**src/hw/fus_pkg.sv**
```systemverilog
// constants, offsets and types of the flash unlock and status register block
package fus_pkg;

  ////////////////////////////////////////////////////////////////////////////
  // bus widths
  localparam int unsigned ADDR_W = 8;
  localparam int unsigned DATA_W = 32;

  ////////////////////////////////////////////////////////////////////////////
  // register byte offsets
  localparam logic [ADDR_W-1:0] OFF_WAIT_CONFIG    = 8'h00;
  localparam logic [ADDR_W-1:0] OFF_UNLOCK_KEY     = 8'h04;
  localparam logic [ADDR_W-1:0] OFF_OPTION_KEY     = 8'h08;
  localparam logic [ADDR_W-1:0] OFF_STATUS         = 8'h0C;
  localparam logic [ADDR_W-1:0] OFF_CONTROL        = 8'h10;
  localparam logic [ADDR_W-1:0] OFF_BOOT_KEY       = 8'h28;
  localparam logic [ADDR_W-1:0] OFF_EVENT_STATUS   = 8'h30;
  localparam logic [ADDR_W-1:0] OFF_EVENT_CLEAR    = 8'h34;
  localparam logic [ADDR_W-1:0] OFF_EVENT_ENABLE   = 8'h38;

  ////////////////////////////////////////////////////////////////////////////
  // key values
  localparam logic [DATA_W-1:0] FIRST_UNLOCK_KEY   = 32'h45670123;
  localparam logic [DATA_W-1:0] SECOND_UNLOCK_KEY  = 32'hCDEF89AB;
  localparam logic [DATA_W-1:0] READ_PROTECT_KEY   = 32'h000000A5;

  ////////////////////////////////////////////////////////////////////////////
  // wait configuration field
  localparam int unsigned WAIT_LSB = 0;
  localparam int unsigned WAIT_W   = 2;
  localparam logic [WAIT_W-1:0] WAIT_ZERO  = 2'h0;
  localparam logic [WAIT_W-1:0] WAIT_ONE   = 2'h1;
  localparam logic [WAIT_W-1:0] WAIT_RESET = 2'h0;

  ////////////////////////////////////////////////////////////////////////////
  // status field positions
  localparam int unsigned ST_BOOT_LOCK  = 15;
  localparam int unsigned ST_BOOT_SEL   = 14;
  localparam int unsigned ST_DONE       = 5;
  localparam int unsigned ST_VIOLATION  = 4;
  localparam int unsigned ST_BUSY       = 0;
  localparam logic ST_BOOT_SEL_RESET    = 1'b0;

  ////////////////////////////////////////////////////////////////////////////
  // control field positions
  localparam int unsigned CT_OPT_WE     = 9;
  localparam int unsigned CT_LOCK       = 7;
  localparam int unsigned CT_START      = 6;

  ////////////////////////////////////////////////////////////////////////////
  // event bits, shared by event status, clear and enable
  localparam int unsigned EV_W          = 3;
  localparam int unsigned EV_DONE       = 0;
  localparam int unsigned EV_VIOLATION  = 1;
  localparam int unsigned EV_KEY_FAIL   = 2;
  localparam logic [EV_W-1:0] EV_RESET  = 3'h0;

  typedef enum {
    KS_IDLE,
    KS_FIRST,
    KS_OPEN,
    KS_FAIL
  } fus_key_state_t;

endpackage : fus_pkg

```
**src/hw/fus_key_if.sv**
```systemverilog
// carrier between the register front and one key sequence checker
`timescale 1ns/1ps
interface fus_key_if;
  logic        wr_stb;
  logic [31:0] wr_data;
  logic        relock;
  logic        unlocked;
  logic        failed;

  modport checker_end (input wr_stb, input wr_data, input relock,
                       output unlocked, output failed);
  modport owner_end   (output wr_stb, output wr_data, output relock,
                       input unlocked, input failed);
endinterface : fus_key_if

```
**src/hw/fus_key_check.sv**
```systemverilog
// two-word key sequence checker with sticky failure
`timescale 1ns/1ps
module fus_key_check
  import fus_pkg::*;
(
  input  wire logic    core_clk,
  input  wire logic    reset_n,
  fus_key_if.checker_end key
);

  fus_key_state_t state_r;
  fus_key_state_t state_nxt;

  ////////////////////////////////////////////////////////////////////////////
  // sequence: first key, then second key; read protect key is harmless
  always_comb begin
    state_nxt = state_r;
    unique case (state_r)
      KS_IDLE: begin
        if (key.wr_stb) begin
          if (key.wr_data == FIRST_UNLOCK_KEY) begin
            state_nxt = KS_FIRST;
          end else if (key.wr_data != READ_PROTECT_KEY) begin
            state_nxt = KS_FAIL;
          end
        end
      end
      KS_FIRST: begin
        if (key.wr_stb) begin
          if (key.wr_data == SECOND_UNLOCK_KEY) begin
            state_nxt = KS_OPEN;
          end else if (key.wr_data != READ_PROTECT_KEY) begin
            state_nxt = KS_FAIL;
          end
        end
      end
      KS_OPEN: begin
        if (key.relock) begin
          state_nxt = KS_IDLE;
        end
      end
      KS_FAIL: begin
        state_nxt = KS_FAIL;
      end
    endcase
  end

  always_ff @(posedge core_clk) begin
    if (!reset_n) begin
      state_r <= KS_IDLE;
    end else begin
      state_r <= state_nxt;
    end
  end

  assign key.unlocked = (state_r == KS_OPEN);
  assign key.failed   = (state_r == KS_FAIL);

endmodule : fus_key_check

```
**src/hw/fus_top.sv**
```systemverilog
// flash unlock keys, wait configuration, status and event registers
//
// Behaviour
// two-bit wait field: 00 zero, 01 one wait
// software picks waits by system clock rate
// write-only controller key port, two unlock words
// read protect key accepted on key port
// option key port releases option write enable
// boot lock blocks area select writes
// boot lock: write one sets, zero ignored
// area select picks boot or user, resets 0
// done flag set on successful operation end
// done flag cleared by writing one
// violation flag set on protected target, w1c
// busy bit mirrors operation in progress
// software checks start trigger zero first
// start trigger begins erase, cleared at busy end
// failed unlock stays locked until reset
// boot unlock key register releases boot lock
// reserved bits read zero, writes ignored
`timescale 1ns/1ps
module fus_top
  import fus_pkg::*;
(
  input  wire logic              core_clk,
  input  wire logic              reset_n,
  input  wire logic [ADDR_W-1:0] bus_addr,
  input  wire logic [DATA_W-1:0] bus_wdata,
  input  wire logic              bus_write,
  input  wire logic              bus_read,
  output logic      [DATA_W-1:0] bus_rdata,
  input  wire logic              op_busy,
  input  wire logic              op_done,
  input  wire logic              op_protect_violation,
  output logic                   start_trigger,
  output logic                   option_write_enable,
  output logic                   controller_locked,
  output logic      [WAIT_W-1:0] wait_state_count,
  output logic                   boot_select,
  output logic                   irq
);

  ////////////////////////////////////////////////////////////////////////////
  // address decode
  function automatic logic hit(input logic [ADDR_W-1:0] a, input logic [ADDR_W-1:0] off);
    hit = (a == off);
  endfunction : hit

  logic wr_wait;
  logic wr_unlock;
  logic wr_option;
  logic wr_status;
  logic wr_control;
  logic wr_boot;
  logic wr_ev_clear;
  logic wr_ev_enable;

  assign wr_wait      = bus_write && hit(bus_addr, OFF_WAIT_CONFIG);
  assign wr_unlock    = bus_write && hit(bus_addr, OFF_UNLOCK_KEY);
  assign wr_option    = bus_write && hit(bus_addr, OFF_OPTION_KEY);
  assign wr_status    = bus_write && hit(bus_addr, OFF_STATUS);
  assign wr_control   = bus_write && hit(bus_addr, OFF_CONTROL);
  assign wr_boot      = bus_write && hit(bus_addr, OFF_BOOT_KEY);
  assign wr_ev_clear  = bus_write && hit(bus_addr, OFF_EVENT_CLEAR);
  assign wr_ev_enable = bus_write && hit(bus_addr, OFF_EVENT_ENABLE);

  ////////////////////////////////////////////////////////////////////////////
  // key checkers
  fus_key_if ctl_key ();
  fus_key_if opt_key ();
  fus_key_if boot_key ();

  fus_key_check u_ctl_key (
    .core_clk (core_clk),
    .reset_n  (reset_n),
    .key      (ctl_key)
  );

  fus_key_check u_opt_key (
    .core_clk (core_clk),
    .reset_n  (reset_n),
    .key      (opt_key)
  );

  fus_key_check u_boot_key (
    .core_clk (core_clk),
    .reset_n  (reset_n),
    .key      (boot_key)
  );

  logic ctl_unlocked;
  logic opt_relock;

  assign ctl_unlocked = ctl_key.unlocked;

  // controller key port; relocked by writing one to the lock bit
  assign ctl_key.wr_stb  = wr_unlock;
  assign ctl_key.wr_data = bus_wdata;
  assign ctl_key.relock  = wr_control && bus_wdata[CT_LOCK];

  // option keys only count while the controller itself is open
  assign opt_relock      = wr_control && ctl_unlocked && !bus_wdata[CT_OPT_WE];
  assign opt_key.wr_stb  = wr_option && ctl_unlocked;
  assign opt_key.wr_data = bus_wdata;
  assign opt_key.relock  = opt_relock || ctl_key.relock || !ctl_unlocked;

  // boot key port; relocked by writing one to the boot lock bit
  assign boot_key.wr_stb  = wr_boot;
  assign boot_key.wr_data = bus_wdata;
  assign boot_key.relock  = wr_status && bus_wdata[ST_BOOT_LOCK];

  ////////////////////////////////////////////////////////////////////////////
  // wait configuration; invalid codes are not stored so the flash
  // array never sees an unsupported timing
  logic [WAIT_W-1:0] wait_r;
  logic [WAIT_W-1:0] wait_wr;

  assign wait_wr = bus_wdata[WAIT_LSB +: WAIT_W];

  always_ff @(posedge core_clk) begin
    if (!reset_n) begin
      wait_r <= WAIT_RESET;
    end else if (wr_wait && (wait_wr == WAIT_ZERO || wait_wr == WAIT_ONE)) begin
      wait_r <= wait_wr;
    end
  end

  ////////////////////////////////////////////////////////////////////////////
  // busy mirror and start trigger
  logic busy_r;
  logic start_r;
  logic busy_fall;
  logic start_req;

  assign busy_fall = busy_r && !op_busy;
  assign start_req = wr_control && ctl_unlocked && !busy_r && bus_wdata[CT_START];

  always_ff @(posedge core_clk) begin
    if (!reset_n) begin
      busy_r <= 1'b0;
    end else begin
      busy_r <= op_busy;
    end
  end

  // start is refused while locked or busy; the end of busy wins over
  // a fresh write in the same cycle
  always_ff @(posedge core_clk) begin
    if (!reset_n) begin
      start_r <= 1'b0;
    end else if (busy_fall) begin
      start_r <= 1'b0;
    end else if (start_req) begin
      start_r <= 1'b1;
    end
  end

  ////////////////////////////////////////////////////////////////////////////
  // area select, writable only while the boot lock is open
  logic boot_sel_r;
  logic sel_wr;

  // a write that also relocks sets the boot lock but leaves area select unchanged
  assign sel_wr = wr_status && boot_key.unlocked && !bus_wdata[ST_BOOT_LOCK];

  always_ff @(posedge core_clk) begin
    if (!reset_n) begin
      boot_sel_r <= ST_BOOT_SEL_RESET;
    end else if (sel_wr) begin
      boot_sel_r <= bus_wdata[ST_BOOT_SEL];
    end
  end

  ////////////////////////////////////////////////////////////////////////////
  // done and violation flags; a set in the clearing cycle wins
  logic done_r;
  logic viol_r;
  logic done_clr;
  logic viol_clr;

  assign done_clr = wr_status && bus_wdata[ST_DONE];
  assign viol_clr = wr_status && bus_wdata[ST_VIOLATION];

  always_ff @(posedge core_clk) begin
    if (!reset_n) begin
      done_r <= 1'b0;
    end else if (op_done) begin
      done_r <= 1'b1;
    end else if (done_clr) begin
      done_r <= 1'b0;
    end
  end

  always_ff @(posedge core_clk) begin
    if (!reset_n) begin
      viol_r <= 1'b0;
    end else if (op_protect_violation) begin
      viol_r <= 1'b1;
    end else if (viol_clr) begin
      viol_r <= 1'b0;
    end
  end

  ////////////////////////////////////////////////////////////////////////////
  // events: sticky status, write-one clear, enable mask
  logic [EV_W-1:0] ev_stat_r;
  logic [EV_W-1:0] ev_en_r;
  logic [EV_W-1:0] ev_set;
  logic [EV_W-1:0] ev_clr;
  logic [EV_W-1:0] ev_stat_nxt;
  logic            fail_r;
  logic            any_fail;

  assign any_fail = ctl_key.failed || opt_key.failed || boot_key.failed;

  // failure is one event on the first cycle it is seen
  always_ff @(posedge core_clk) begin
    if (!reset_n) begin
      fail_r <= 1'b0;
    end else begin
      fail_r <= any_fail;
    end
  end

  always_comb begin
    ev_set               = '0;
    ev_set[EV_DONE]      = op_done;
    ev_set[EV_VIOLATION] = op_protect_violation;
    ev_set[EV_KEY_FAIL]  = any_fail && !fail_r;
  end

  assign ev_clr = wr_ev_clear ? bus_wdata[EV_W-1:0] : '0;

  // irq uses the same next value so it never lags a fresh event
  assign ev_stat_nxt = (ev_stat_r & ~ev_clr) | ev_set;

  always_ff @(posedge core_clk) begin
    if (!reset_n) begin
      ev_stat_r <= EV_RESET;
    end else begin
      ev_stat_r <= ev_stat_nxt;
    end
  end

  always_ff @(posedge core_clk) begin
    if (!reset_n) begin
      ev_en_r <= EV_RESET;
    end else if (wr_ev_enable) begin
      ev_en_r <= bus_wdata[EV_W-1:0];
    end
  end

  always_ff @(posedge core_clk) begin
    if (!reset_n) begin
      irq <= 1'b0;
    end else begin
      irq <= |(ev_stat_nxt & ev_en_r);
    end
  end

  ////////////////////////////////////////////////////////////////////////////
  // read path; key ports and unmapped offsets read zero
  logic [DATA_W-1:0] rd_nxt;

  always_comb begin
    rd_nxt = '0;
    if (bus_read) begin
      unique case (bus_addr)
        OFF_WAIT_CONFIG: begin
          rd_nxt[WAIT_LSB +: WAIT_W] = wait_r;
        end
        OFF_STATUS: begin
          rd_nxt[ST_BOOT_LOCK] = !boot_key.unlocked;
          rd_nxt[ST_BOOT_SEL]  = boot_sel_r;
          rd_nxt[ST_DONE]      = done_r;
          rd_nxt[ST_VIOLATION] = viol_r;
          rd_nxt[ST_BUSY]      = busy_r;
        end
        OFF_CONTROL: begin
          rd_nxt[CT_OPT_WE] = opt_key.unlocked;
          rd_nxt[CT_LOCK]   = !ctl_unlocked;
          rd_nxt[CT_START]  = start_r;
        end
        OFF_EVENT_STATUS: begin
          rd_nxt[EV_W-1:0] = ev_stat_r;
        end
        OFF_EVENT_ENABLE: begin
          rd_nxt[EV_W-1:0] = ev_en_r;
        end
        default: begin
          rd_nxt = '0;
        end
      endcase
    end
  end

  always_ff @(posedge core_clk) begin
    if (!reset_n) begin
      bus_rdata <= '0;
    end else begin
      bus_rdata <= rd_nxt;
    end
  end

  ////////////////////////////////////////////////////////////////////////////
  // registered outputs; pins lag the internal state by one cycle
  always_ff @(posedge core_clk) begin
    if (!reset_n) begin
      start_trigger <= 1'b0;
    end else begin
      start_trigger <= start_r;
    end
  end

  always_ff @(posedge core_clk) begin
    if (!reset_n) begin
      option_write_enable <= 1'b0;
    end else begin
      option_write_enable <= opt_key.unlocked;
    end
  end

  always_ff @(posedge core_clk) begin
    if (!reset_n) begin
      controller_locked <= 1'b1;
    end else begin
      controller_locked <= !ctl_unlocked;
    end
  end

  always_ff @(posedge core_clk) begin
    if (!reset_n) begin
      wait_state_count <= WAIT_RESET;
    end else begin
      wait_state_count <= wait_r;
    end
  end

  always_ff @(posedge core_clk) begin
    if (!reset_n) begin
      boot_select <= ST_BOOT_SEL_RESET;
    end else begin
      boot_select <= boot_sel_r;
    end
  end

endmodule : fus_top

```
**config.mk**
```make
export PLATFORM = sky130hd
export DESIGN_NAME = fus_top
export DESIGN_NICKNAME = d
export VERILOG_FILES = /design/src/hw/fus_pkg.sv /design/src/hw/fus_key_if.sv /design/src/hw/fus_key_check.sv /design/src/hw/fus_top.sv
export SDC_FILE = /design/constraint.sdc
export NUM_CORES = 1
export LEC_CHECK = 0
export ABC_AREA = 1
export ABC_CLOCK_PERIOD_IN_PS = 5080
export BUFFER_PORTS_ARGS = -buffer_cell sky130_fd_sc_hd__buf_2
export CAP_MARGIN = 10
export CORE_MARGIN = 2
export CORE_UTILIZATION = 40
export DETAILED_ROUTE_END_ITERATION = 8
export PLACE_DENSITY = 0.69
export REMOVE_ABC_BUFFERS = 1
export SETUP_SLACK_MARGIN = 0.1
export SYNTH_ARGS = -nofsm -noshare
export SYNTH_HDL_FRONTEND = slang
export SYNTH_SLANG_ARGS = --single-unit
```
**constraint.sdc**
```tcl
create_clock -name core_clk -period 5.08 [get_ports core_clk]
set_clock_uncertainty 0.15 [all_clocks]
set_input_delay 0.762 -clock core_clk [delete_from_list [all_inputs] [get_ports core_clk]]
set_output_delay 0.762 -clock core_clk [all_outputs]
set_load 0.02 [all_outputs]
```
# After elaboration in Yosys (flattened, before gate mapping)
# Cells that the tools add are included.
totals:
  regBits: 149
  latchBits: 0
  ram_bits: 0
  rom_bits: 0
  input_bits: 47
  output_inout_bits: 39
  elab_cells: 141
  n_memories: 0
classes:
  n_addsub: 0
  n_mul: 0
  div_mod_pow: 0
  magnitude_cmp: 0
  eq_ne: 36
  n_shift: 0
  muxes: 29
  bitwise_logic: 5
  n_reduce_logical: 49
ops:
  columns: ["operator", "count"]
  rows:
  - ["$mux W32", 18]
  - ["$pmux W32 S4", 3]
  - ["$eq A32 B2 Y1 const B", 6]
  - ["$eq A32 B3 Y1 const B", 6]
  - ["$eq A32 B1 Y1 const B", 3]
  - ["$logic_not A32 Y1", 3]
  - ["$eq A32 B31 Y1 const B", 1]
  - ["$eq A32 B32 Y1 const B", 1]
  - ["$eq A8 B6 Y1 const B", 4]
  - ["$ne A32 B8 Y1 const B", 1]
  - ["$logic_and A1 B1 Y1", 22]
  - ["$ne A2 B2 Y1 const B", 9]
  - ["$eq A8 B4 Y1 const B", 2]
  - ["$reduce_and A3 Y1", 5]
  - ["$eq A8 B3 Y1 const B", 1]
  - ["$eq A8 B5 Y1 const B", 1]
  - ["$logic_not A8 Y1", 1]
  - ["$logic_not A1 Y1", 7]
  - ["$and A3 B3 Y3", 2]
  - ["$logic_or A1 B1 Y1", 5]
  - ["$mux W1", 4]
  - ["$pmux W1 S4", 1]
  - ["$reduce_bool A2 Y1", 2]
  - ["$mux W3", 1]
  - ["other kinds (10)", 10]

# Longest topological paths before layout
# Gate-level depths: netlist of the first run.
depth:
  depth_word: 8
  depth_mapped: 14
  depth_no_buf: 13

# By module
# A second synthesis of the first run with hierarchy kept.
unflattened:
  cells_unflattened: 954
  area_unflattened_um2: 7221.9
modules_own_cells:
  columns: ["module", "n_inst", "cells_each", "area_per_inst_um2", "seq_area_each_um2"]
  rows:
  - ["fus_key_check", 3, 250, 1919.3, 640.6]
  - ["fus_top", 1, 204, 1463.9, 620.6]

# Worst setup path after synthesis of the first run
# Ideal clock, no wire load.
synth_path:
  kind: "in2reg"
  from: "input port bus_addr[1]"
  to: "register u_ctl_key.state_r[10]"
  setup_ns: 0.111
  arrival_ns: 1.902
  t_required_ns: 4.819
  setup_slack_ns: 2.917
  path_stages: 13
  path_buffers: 1
  path_cell_list: "nor2_2 > nand2_2 > nor2_4 > nand3_2 > nor2_2 > inv_1 > nand2_2 > nand2_2 > nor2_2 > nand2_2 > nand2_4 > buf_12 > nor2_2"
synth_between:
  elab_chain_len: 5
  word_cells_on_any_way: 9
  classes_between: "5 x eq/ne; 4 x reduce/logical"
synth_rtl:
  columns: ["element", "line_no", "rtl"]
  rows:
  - ["start, declared", "fus_top.sv:27", "input wire logic [ADDR_W-1:0] bus_addr,"]
  - ["$eq A8 B5 Y1", "fus_top.sv:46", "hit = (a == off);"]
  - ["$logic_and A1 B1 Y1", "fus_top.sv:62", "assign wr_control = bus_write && hit(bus_addr, OFF_CONTROL);"]
  - ["$logic_and A1 B1 Y1", "fus_top.sv:99", "assign ctl_key.relock = wr_control && bus_wdata[CT_LOCK];"]
  - ["$ne A2 B2 Y1 (no source line)", null, null]
  - ["$reduce_and A3 Y1 (no source line) (*)", null, null]
  - ["end signal, assigned", "fus_key_check.sv:52", "state_r <= state_nxt;"]
  - ["end, declared", "fus_key_check.sv:11", "fus_key_state_t state_r;"]
# Mark *: on every way between the ends. The rest lies on a longest branch, timed or not.
# A chain may end at the register's enable or synchronous reset.

# Worst setup path in the final report of the first run
layout_path:
  from: "input port bus_addr[7]"
  to: "register u_opt_key.state_r[1]"
layout_between:
  elab_chain_len: 8
  word_cells_on_any_way: 14
  classes_between: "5 x eq/ne; 9 x reduce/logical"
layout_rtl:
  columns: ["element", "line_no", "rtl"]
  rows:
  - ["$eq A8 B5 Y1", "fus_top.sv:46", null]
  - ["$logic_and A1 B1 Y1", "fus_top.sv:62", null]
  - ["$logic_and A1 B1 Y1 (2 in a row)", "fus_top.sv:102", "assign opt_relock = wr_control && ctl_unlocked && !bus_wdata[CT_OPT_WE];"]
  - ["$logic_or A1 B1 Y1 (2 in a row)", "fus_top.sv:105", "assign opt_key.relock = opt_relock || ctl_key.relock || !ctl_unlocked;"]
  - ["$ne A2 B2 Y1 (no source line)", null, null]
  - ["$reduce_and A3 Y1 (no source line) (*)", null, null]
  - ["end signal, assigned", "fus_key_check.sv:52", null]
  - ["end, declared", "fus_key_check.sv:11", null]
# Marked as above.

==> results of run 1 <==
cells in the mapped netlist (2+ instances only):
| library cell | count |
|---|---|
| nor3_2 | 31 |
| buf_2 | 9 |
| nor2_1 | 157 |
| nand2_1 | 203 |
| buf_6 | 5 |
| nand3b_1 | 3 |
| nand2_2 | 4 |
| nor2_2 | 19 |
| nor2_4 | 2 |
| dfxtp_1 | 127 |
| nand3_1 | 46 |
| o21ai_0 | 9 |
| nor3_1 | 11 |
| inv_1 | 116 |
| clkbuf_1 | 10 |
| buf_4 | 22 |
| a21oi_1 | 50 |
| nand4_1 | 19 |
cell families after synthesis:
kind of cell,share of synthesized area
AO/OA/AOI/OAI,0.05382
other,0.0006326
buffers and inverters,0.1294
flip-flops,0.4289
AND/OR/NAND/NOR,0.3873
power by group:
group	internal, mW	total (mW)	switching, mW
registers	1.02	1.03	0.0160
logic	0.107	0.419	0.312
clock network	0.727	1.13	0.401
total	1.85	2.58	0.729
cell type report:
| class | count | area share |
|---|---|---|
| tap | 184 | 0.03387 |
| clock inverter | 6 | 0.008468 |
| timing repair buffer | 64 | 0.04750 |
| clock buffer | 24 | 0.07382 |
| sequential | 127 | 0.3741 |
| inverter | 117 | 0.06462 |
| multi-input combinational | 584 | 0.3976 |
sequential cells by signal (all words and copies together), names as in the netlist, 2 cells and up:
| register | count |
|---|---|
| wait_r | 2 |
| u_ctl_key.state_r | 32 |
| ev_stat_r | 3 |
| ev_en_r | 3 |
| u_boot_key.state_r | 32 |
| u_opt_key.state_r | 32 |
| wait_state_count | 2 |
| bus_rdata | 10 |
critical path: stages:
cell and delay [ps]:
buf_2 100, nor2_2 170, nand3_1 150, inv_1 170, nand2_1 70, nor2_1 150, nand3_1 110, nand2_1 90
nand2_1 70, inv_1 700, nand2_1 130, nand2_1 100, nor2_1 40
how the worst max path moves through the flow:
stage,depth (start not counted),to,slack (ps)
2_1_floorplan,9,u_boot_key.state_r[1]$_SDFFE_PN0P_,2120
3_3_place_gp,10,u_boot_key.state_r[1]$_SDFFE_PN0P_,2090
3_5_place_dp,10,u_boot_key.state_r[1]$_SDFFE_PN0P_,2030
4_1_cts,10,u_boot_key.state_r[1]$_SDFFE_PN0P_,2470
5_1_grt,13,u_opt_key.state_r[1]$_SDFFE_PN0P_,2100
6_report,13,u_opt_key.state_r[1]$_SDFFE_PN0P_,2420
per-stage QoR:
step / total power, mW / cells / area, um2 / worst slack, ps / hold WS [ps]
finish: 2.582 / 1106 / 6797 / 2424 / 270.9
global route: 2.717 / 1106 / 6797 / 2097 / 289.6
CTS: 2.608 / 1106 / 6797 / 2465 / 273.4
detailed placement: 1.470 / 1076 / 6237 / 2032 / 266.1
global placement: 1.470 / 1076 / 6237 / 2085 / 266.8
floorplan: 1.350 / 828 / 5679 / 2123 / 254.8
per-layer routing:
layer | vias up | track usage | wire (um)
met3 | 23 | 0.05225 | 681
met1 | 2292 | 0.2216 | 6015
met4 | 0 | 0.05559 | 228
met2 | 147 | 0.2452 | 5529
li1 | 2710 | - | -
met5 | - | 0 | 0
==> summary.txt, run 1 <==
Die W - 125.7 um
CTS tree - built
Max_cap viols - 0
Hold EP - boot_select$_SDFF_PN0_
Slew Limit Headroom - 0.2951
R2r setup slk - 2630 ps
Syn Area/Cell - 6.934 um2
Yosys Warn Count - 0
Clk sink count - 127
Core ar. - 0.01453 mm2
Drt initial violations - 366
Reg-to-Reg End - u_opt_key.state_r[24]$_SDFFE_PN0P_
Register area - 0.002542 mm2
Routed wire length per instance - 11.26 um
Post-DP HPWL - 8833 um
CTS Buffer Depth - 2
Root Buffer - clkbuf_16
Detail Route Antenna Nets - 0
Worst Hold Class - reg2reg
Num rows - 44
Antenna violations before repair - 0
RD Place Congestion - 0.9311
Post-route clock period utilization - 0.5229
Fill count - 1476
Synth Cell Area - 0.005928 mm2
I/O pin count - 86
Endpoints failing setup - 0
Reg clk slew, reported paths - 50 ps
Ys flop type - dfxtp_1
Port Buf Inserts - 63
Fin util - 0.4676
Nets - 958
Setup TNS - 0 ps
Post-synthesis cell type count - 30
Post-synth EDFFs - 0
CTS buffer count - 17
First-pass GRT wire length - 21260 um
Synth Instances - 855
Initial Utilization - 0.4079
Worst Hold Depth - 2
Crit path DAT - 2820 ps
Proportion of layout cells with a drive suffix above 1 - 0.1659
Leakage power - 3.047 nW
Initial DRT Pass Iterations - 5
Required time of the critical path - 5240 ps
Cell taking the most area after synthesis - dfxtp_1
Max Slew Vio Count - 0
Die ar. - 0.01581 mm2
Residual DRC - 0
Power Density - 379.9 mW/mm2
Share of flip-flops with an asynchronous set or reset - 0
CP endpoint kind - flip-flop
Die Ht - 125.7 um
H-tree depth - 4
Global route total overflow - 0
# hold bufs at CTS - 0
RSZ-0062 raised after global routing - no
Largest net degree at the start of global routing - 75
Resize count post-CTS - 0
Routed vias/inst - 4.676
GRT Overall Usage - 0.1630
Slew @ Worst Pin - 1055 ps
Fin. Hold Viols - 0
Clk_lat worst skew - 410 ps
Fin crit period - 2656 ps
Worst reg2reg path startpoint - u_opt_key.state_r[2]$_SDFFE_PN0P_
Postcts setup bufs - 0
Final WL - 12460 um
Multi-input gate area - 0.002703 mm2
Area delta synth->final - 14.65%
Top post-synthesis cells by area - dfxtp_1, nand2_1, nor2_1, inv_1, nor3_2
Vias - 5172
Sequential share of the synthesized area - 0.4289
Commonest non-fill, non-tap cell in the layout - nand2_1
Crit Path Max Fanout - 32
Max VDD drop - 270.8 uV
Number of global-route vias before repair - 4645
Yosys top cell area share - 0.4289
Status - finished clean
Cells on worst reg2reg path - 10
Fmax achieved - 376.4 MHz
Startpoint types - input port
Yosys reg bits - 127
Ant diodes - 0
Critical hold path startpoint - boot_sel_r$_SDFFE_PN0P_
Most frequent cells in the layout - nand2_1, nor2_1, dfxtp_1, inv_1, buf_2
Crit path launch - bus_addr[7]
CP Class - in2reg
No activity file was read; power rests on OpenSTA's default activity.
==> inputs of run 2 (changes only) <==
--- a/config.mk
+++ b/config.mk
@@ -6,13 +6,13 @@
 export NUM_CORES = 1
 export LEC_CHECK = 0
 export ABC_AREA = 1
-export ABC_CLOCK_PERIOD_IN_PS = 5080
+export ABC_CLOCK_PERIOD_IN_PS = 2200
 export BUFFER_PORTS_ARGS = -buffer_cell sky130_fd_sc_hd__buf_2
 export CAP_MARGIN = 10
 export CORE_MARGIN = 2
 export CORE_UTILIZATION = 40
 export DETAILED_ROUTE_END_ITERATION = 8
-export PLACE_DENSITY = 0.69
+export PLACE_DENSITY = 0.71
 export REMOVE_ABC_BUFFERS = 1
 export SETUP_SLACK_MARGIN = 0.1
 export SYNTH_ARGS = -nofsm -noshare
==> constraint.sdc (replaced) <==
create_clock -name core_clk -period 2.2 [get_ports core_clk]
set_clock_uncertainty 0.15 [all_clocks]
set_input_delay 0.33 -clock core_clk [delete_from_list [all_inputs] [get_ports core_clk]]
set_output_delay 0.33 -clock core_clk [all_outputs]
set_load 0.02 [all_outputs]
==> summary.txt, run 2 (synthesis gave the netlist of run 1 again) <==
Die ar. - 0.01581 mm2 (unchanged)
Power Density - 896.0 mW/mm2 (was 379.9 mW/mm2)
Most frequent cells in the layout - nand2_1, nor2_1, dfxtp_1, inv_1, buf_2 (unchanged)
Status - finished clean (unchanged)
H-tree depth - 4 (unchanged)
Antenna violations before repair - 0 (unchanged)
First-pass GRT wire length - 21550 um (was 21260 um)
Die W - 125.7 um (unchanged)
Initial DRT Pass Iterations - 5 (unchanged)
CTS buffer count - 17 (unchanged)
RSZ-0062 raised after global routing - no (unchanged)
Final WL - 12700 um (was 12460 um)
Post-route clock period utilization - 0.8577
Root Buffer - clkbuf_16 (unchanged)
Routed vias/inst - 4.654 (was 4.676)
Ant diodes - 0 (unchanged)
R2r setup slk - 310 ps (was 2630 ps)
Core ar. - 0.01453 mm2 (unchanged)
Min setup slack post-route - 313.0 ps (was 2424 ps)
Global route total overflow - 0 (unchanged)
Fin crit period - 1887 ps
CP endpoint kind - flip-flop (unchanged)
CTS tree - built (unchanged)
Max Slew Vio Count - 0 (unchanged)
Residual DRC - 0 (unchanged)
Crit path to - u_opt_key.state_r[15]$_SDFFE_PN0P_ (was u_opt_key.state_r[1]$_SDFFE_PN0P_)
Crit Path Max Fanout - 30 (was 32)
Port Buf Inserts - 63 (unchanged)
Clk pwr share - 0.447 (was 0.437)
Clk sink count - 127 (unchanged)
I/O pin count - 86 (unchanged)
Die Ht - 125.7 um (unchanged)
RD Place Congestion - 0.9076 (was 0.9311)
Crit path DAT - 2040 ps (was 2820 ps)
Worst reg2reg path startpoint - u_opt_key.state_r[8]$_SDFFE_PN0P_ (was u_opt_key.state_r[2]$_SDFFE_PN0P_)
Nets - 970 (was 958)
Number of global-route vias before repair - 4843 (was 4645)
Reg clk slew, reported paths - 60 ps (was 50 ps)
Detail Route Antenna Nets - 0 (unchanged)
CP Class - reg2reg (was in2reg)
Endpoints failing setup - 0 (unchanged)
Sw frac - 0.2899 (was 0.2823)
Clk_lat worst skew - 420 ps (was 410 ps)
Num rows - 44 (unchanged)
Max_cap viols - 0 (unchanged)
Flop pwr share - 0.380 (was 0.401)
Comb pwr share - 0.173 (was 0.162)
Startpoint types - flip-flop (was input port)
Largest net degree at the start of global routing - 58 (was 75)
Hold WS - 53.61 ps (was 270.9 ps)
Drt initial violations - 344 (was 366)
Commonest non-fill, non-tap cell in the layout - nand2_1 (unchanged)
Max VDD drop - 598.1 uV (was 270.8 uV)
Cells on worst reg2reg path - 11 (was 10)
Reg-to-Reg End - u_opt_key.state_r[15]$_SDFFE_PN0P_ (was u_opt_key.state_r[24]$_SDFFE_PN0P_)
Leakage power - 3.145 nW (was 3.047 nW)
GRT Overall Usage - 0.1663 (was 0.1630)
Area delta synth->final - 18.17% (was 14.65%)
Fill count - 1456 (was 1476)
P_int - 4.458 mW (was 1.853 mW)
Worst Hold Class - in2reg (was reg2reg)
Crit path launch - u_opt_key.state_r[8]$_SDFFE_PN0P_ (was bus_addr[7])
CTS Buffer Depth - 2 (unchanged)
Proportion of layout cells with a drive suffix above 1 - 0.1784 (was 0.1659)
Top flop regs - u_boot_key.state_r x32, u_ctl_key.state_r x32, u_opt_key.state_r x32 (unchanged)
Multi-input gate area - 0.002703 mm2 (unchanged)
Required time of the critical path - 2360 ps (was 5240 ps)
Post-place setup slack - 106.4 ps (was 2032 ps)
Switching power - 1.819 mW (was 728.8 uW)
Fmax achieved - 529.9 MHz
Total chip power - 6.277 mW (was 2.582 mW)
Register area - 0.002542 mm2 (unchanged)
Routed wire length per instance - 11.34 um (was 11.26 um)
Post-DP HPWL - 9071 um (was 8833 um)
Initial Utilization - 0.4079 (unchanged)
Vias - 5213 (was 5172)
Resize count post-CTS - 0 (unchanged)
Fin. Hold Viols - 0 (unchanged)
[run 2: changes by cell type in the layout (fill, tap and decap cells not counted), sizes merged]
cell | before | now
inv | 117 | 118
bufinv | 1 | 2
dlygate4sd3 | 0 | 1
buf | 64 | 75
clkbuf | 24 | 20
clkinv | 4 | 7
clkinvlp | 1 | 2
[run 2: worst min-delay path by stage]
| stage | from | to | slack, ps | cells past startpoint |
|---|---|---|---|---|
| floorplan | reset_n | controller_locked$_SDFF_PN1_ | 250 | 1 |
| global placement | u_opt_key.state_r[4]$_SDFFE_PN0P_ | u_opt_key.state_r[4]$_SDFFE_PN0P_ | 270 | 2 |
| detailed placement | viol_r$_SDFFE_PN0P_ | bus_rdata[4]$_SDFF_PN0_ | 270 | 2 |
| CTS | bus_read | bus_rdata[2]$_SDFF_PN0_ | 30 | 3 |
| global route | bus_read | bus_rdata[2]$_SDFF_PN0_ | 60 | 3 |
| finish | op_protect_violation | viol_r$_SDFFE_PN0P_ | 50 | 3 |
[run 2: routing by layer]
layer | vias up | track usage | routed length, um | share of wire
li1 | 2744 | - | - | -
met1 | 2305 | 0.2145 | 5985 | 0.47
met2 | 138 | 0.2649 | 5728 | 0.45
met3 | 26 | 0.04418 | 707 | 0.056
met4 | 0 | 0.06917 | 275 | 0.022
met5 | - | 0 | 0 | 0
[run 2: power groups by stage]
stage / logic (mW) / registers [mW] / clock network [mW]
4_1_cts: 1.08 / 2.38 / 2.84
6_report: 1.09 / 2.39 / 2.81
2_1_floorplan: 0.682 / 2.43 / 0
3_3_place_gp: 1.07 / 2.43 / 0
3_5_place_dp: 1.07 / 2.43 / 0
5_1_grt: 1.21 / 2.39 / 2.95
[run 2: final cells by class]
class                           instances  share of cell area
Clock buffer                           20             0.06662
Clock inverter                         12             0.01911
Inverter                              117             0.06269
Multi-Input combinational cell        584              0.3858
Sequential cell                       127              0.3629
Tap cell                              184             0.03286
Timing Repair Buffer                   76             0.07001
[run 2: critical path, stage by stage (launching register included)]
cell and delay [ps]:
dfxtp_1 310, nor2_1 110, nand2_1 90, nor2_1 170, nand2_1 90, nor2_1 240, nor2_1 110, nand3_1 70
nand2_1 50, nand2_1 100, buf_12 190, a21oi_1 90
[run 2: stage by stage]
step           std cells  setup TNS [ps]  cell area, um2    util
6_report            1120               0            7005  0.4820
5_1_grt             1120               0            7005  0.4820
2_1_floorplan        828           -8261            5679       -
3_5_place_dp        1087               0            6395  0.4400
4_1_cts             1120               0            7005  0.4820
3_3_place_gp        1087               0            6395  0.4400
[run 2: timing repair]
item	in CTS	in global routing
endpoints found under the hold margin	1	0
hold buffers	1	0
setup buffers	0	0
==> inputs of run 3 (changes only) <==
--- a/config.mk
+++ b/config.mk
@@ -5,14 +5,13 @@
 export SDC_FILE = /design/constraint.sdc
 export NUM_CORES = 1
 export LEC_CHECK = 0
-export ABC_AREA = 1
 export ABC_CLOCK_PERIOD_IN_PS = 2200
 export BUFFER_PORTS_ARGS = -buffer_cell sky130_fd_sc_hd__buf_2
 export CAP_MARGIN = 10
 export CORE_MARGIN = 2
 export CORE_UTILIZATION = 40
 export DETAILED_ROUTE_END_ITERATION = 8
-export PLACE_DENSITY = 0.71
+export PLACE_DENSITY = 0.73
 export REMOVE_ABC_BUFFERS = 1
 export SETUP_SLACK_MARGIN = 0.1
 export SYNTH_ARGS = -nofsm -noshare
==> summary.txt, run 3 <==
Status - finished with violations (was finished clean)
Failing checks - negative setup slack
Detail Route Antenna Nets - 0 (unchanged)
CP Class - reg2reg (unchanged)
Num rows - 39 (was 44)
Post-synthesis cell type count - 60 (was 30)
Core ar. - 0.01147 mm2 (was 0.01453 mm2)
Routed vias/inst - 5.229 (was 4.654)
Global route total overflow - 0 (unchanged)
Proportion of layout cells with a drive suffix above 1 - 0.3936 (was 0.1784)
Post-route clock period utilization - 1.068 (was 0.8577)
Die Ht - 112.8 um (was 125.7 um)
Top post-synthesis cells by area - dfxtp_1, and2_1, nor2b_1, nor4_1, buf_4 (was dfxtp_1, nand2_1, nor2_1, inv_1, nor3_2)
Placed Cells - 709 (was 1087)
Power Density - 787.9 mW/mm2 (was 896.0 mW/mm2)
Sequential share of the synthesized area - 0.5369 (was 0.4289)
Endpoints failing setup - 53 (was 0)
Area delta synth->final - 43.41% (was 18.17%)
RD Place Congestion - 0.8781 (was 0.9076)
Post-DP HPWL - 7413 um (was 9071 um)
Max Slew Vio Count - 0 (unchanged)
Post-place setup slack - -516.4 ps (was 106.4 ps)
GRT Overall Usage - 0.1805 (was 0.1663)
Register area - 0.002549 mm2 (was 0.002542 mm2)
Clk sink count - 127 (unchanged)
Worst Hold Class - in2reg (unchanged)
Most frequent cells in the layout - dfxtp_1, buf_2, buf_4, and2_1, nor2b_1 (was nand2_1, nor2_1, dfxtp_1, inv_1, buf_2)
Multiplexer share of the synthesized area - 0.01744 (was 0)
Share of flip-flops with an asynchronous set or reset - 0 (unchanged)
Residual DRC - 0 (unchanged)
Vias - 4016 (was 5213)
Nets - 659 (was 970)
Slew Limit Headroom - 0.6370
Startpoint types - flip-flop (unchanged)
Post-synth top cells - dfxtp_1, and2_1, nor2b_1 (was nand2_1, nor2_1, dfxtp_1)
Post-synth EDFFs - 0 (unchanged)
Top flop regs - u_boot_key.state_r x32, u_ctl_key.state_r x32, u_opt_key.state_r x32 (unchanged)
Fill count - 882 (was 1456)
Required time of the critical path - 2360 ps (about the same)
Ys flop type - dfxtp_1 (unchanged)
RSZ-0062 raised after global routing - yes (was no)
Cells on worst reg2reg path - 7 (was 11)
Yosys Warn Count - 0 (unchanged)
Routed wire length per instance - 16.27 um (was 11.34 um)
CTS Buffer Depth - 2 (unchanged)
Yosys reg bits - 127 (unchanged)
H-tree depth - 4 (unchanged)
Adder-cell share of the synthesized area - 0 (unchanged)
Cell area after layout - 0.006792 mm2 (was 0.007005 mm2)
Non-Filler Instances - 768 (was 1120)
Multi-input gate area - 0.002455 mm2 (was 0.002703 mm2)
Port Buf Inserts - 63 (unchanged)
Cell taking the most area after synthesis - dfxtp_1 (unchanged)
Fmax achieved - 425.7 MHz (was 529.9 MHz)
Die ar. - 0.01273 mm2 (was 0.01581 mm2)
Initial DRT Pass Iterations - 6 (was 5)
Post-DP Area - 0.005460 mm2 (was 0.006395 mm2)
Root Buffer - clkbuf_16 (unchanged)
Crit path DAT - 2510 ps (was 2040 ps)
Yosys top cell area share - 0.5369 (was 0.4289)
Xor and xnor fraction of the mapped netlist area - 0 (unchanged)
Min setup slack post-route - -149.2 ps (was 313.0 ps)
Leakage power - 2.994 nW (was 3.145 nW)
Initial Utilization - 0.4130 (was 0.4079)
Complex-gate fraction of the synthesized area - 0.07847 (was 0.05382)
Setup TNS - -4980 ps (was 0 ps)
Reg clk slew, reported paths - 60 ps (about the same)
Antenna violations before repair - 0 (unchanged)
Synth Cell Area - 0.004736 mm2 (was 0.005928 mm2)
CTS tree - built (unchanged)
Max_cap viols - 0 (unchanged)
Drt initial violations - 248 (was 344)
Crit Path Max Fanout - 6 (was 30)
Worst Hold Depth - 3 (unchanged)
CP endpoint kind - flip-flop (unchanged)
Fin. Hold Viols - 0 (unchanged)
Slew @ Worst Pin - 540.8 ps
Max VDD drop - 1064 uV (was 598.1 uV)
Commonest non-fill, non-tap cell in the layout - dfxtp_1 (was nand2_1)
CTS buffer count - 17 (unchanged)
Combinational family with the most area after synthesis - simple AND/OR/NAND/NOR gates (unchanged)
Final WL - 12490 um (was 12700 um)
Simple-gate portion of the synthesized area - 0.3015 (was 0.3873)
Number of global-route vias before repair - 3890 (was 4843)
Syn Area/Cell - 10.16 um2 (was 6.934 um2)
Count leader, synth - dfxtp_1 (was nand2_1)
First-pass GRT wire length - 18240 um (was 21550 um)
Ant diodes - 0 (unchanged)
Synth Instances - 466 (was 855)
Die W - 112.8 um (was 125.7 um)
I/O pin count - 86 (unchanged)
Fin crit period - 2349 ps (was 1887 ps)
Largest net degree at the start of global routing - 31 (was 58)
Hold WS - 27.45 ps (was 53.61 ps)
Clk_lat worst skew - 420 ps (about the same)
-- run 3: changes by cell type in the layout (fill, tap and decap cells not counted), moves of 14 or more --
cell     before  now
nand2_1     203   18
nor2_1      157   23
inv_1       115    9
buf_4         6   61
and2_1        0   48
a21oi_1      50    7
nand3_1      46    6
nor3_2       31    2
nor2b_1       0   24
nor2_2       18    2
nor4_1        1   15
-- run 3: repair_timing --
action                     in CTS  in global routing
pin swaps                      41                 15
resized for setup              33                 55
cloned                          4                  4
hold buffers                    1                  0
hold endpoints to repair        1                  0
setup endpoints to repair      87                 88
buffers inserted                6                 12
-- run 3: worst paths after layout --
check | startpoint | slack, ps | end
setup / recovery | u_opt_key.state_r[12]$_SDFFE_PN0P_ | -150 | u_opt_key.state_r[31]$_SDFFE_PN0P_
hold / removal | op_done | 30 | done_r$_SDFFE_PN0P_
setup reg to reg | u_opt_key.state_r[12]$_SDFFE_PN0P_ | -150 | u_opt_key.state_r[31]$_SDFFE_PN0P_
hold reg to reg | start_r$_SDFFE_PP0P_ | 290 | bus_rdata[6]$_SDFF_PN0_
-- run 3: per-layer routing --
layer | GRT usage | wire, um | vias to the layer above
li1 | - | - | 1915
met1 | 0.2073 | 5065 | 1898
met2 | 0.3146 | 6269 | 170
met3 | 0.04928 | 784 | 33
met4 | 0.07967 | 373 | 0
met5 | 0 | 0 | -
-- run 3: cell type report --
type,instances,area share
flip-flops and latches,127,0.3753
well taps,143,0.02634
inverters,9,0.004974
repair buffers,140,0.1468
multi-input cells,317,0.3615
clock inverters,13,0.01842
clock buffers,19,0.06669
-- run 3: cell families after synthesis --
kind of cell / Yosys count
buffers and inverters: 48
other: 1
AO/OA/AOI/OAI: 47
multiplexers: 8
flip-flops: 127
AND/OR/NAND/NOR: 235
-- run 3: power by group --
group	switching [mW]	total (mW)	leakage [nW]	internal, mW
combinational	0.187	0.335	1.69	0.147
clock	1.06	2.69	0.282	1.63
sequential	0.0109	2.32	1.03	2.31
-- run 3: worst max-delay path: stages, from the launching register on --
cell      delay [ps]
dfxtp_2          340
nor4_4           300
nand4_1          230
or3_4            420
a221oi_4         360
buf_6            170
o22ai_4           90
and2_1           180
-- run 3: per-stage QoR --
stage	power, mW	utilization
after floorplan	2.481	-
after global placement	2.609	0.4762
after detailed placement	2.617	0.4762
after CTS	5.349	0.5576
after global routing	5.513	0.5923
final	5.351	0.5923
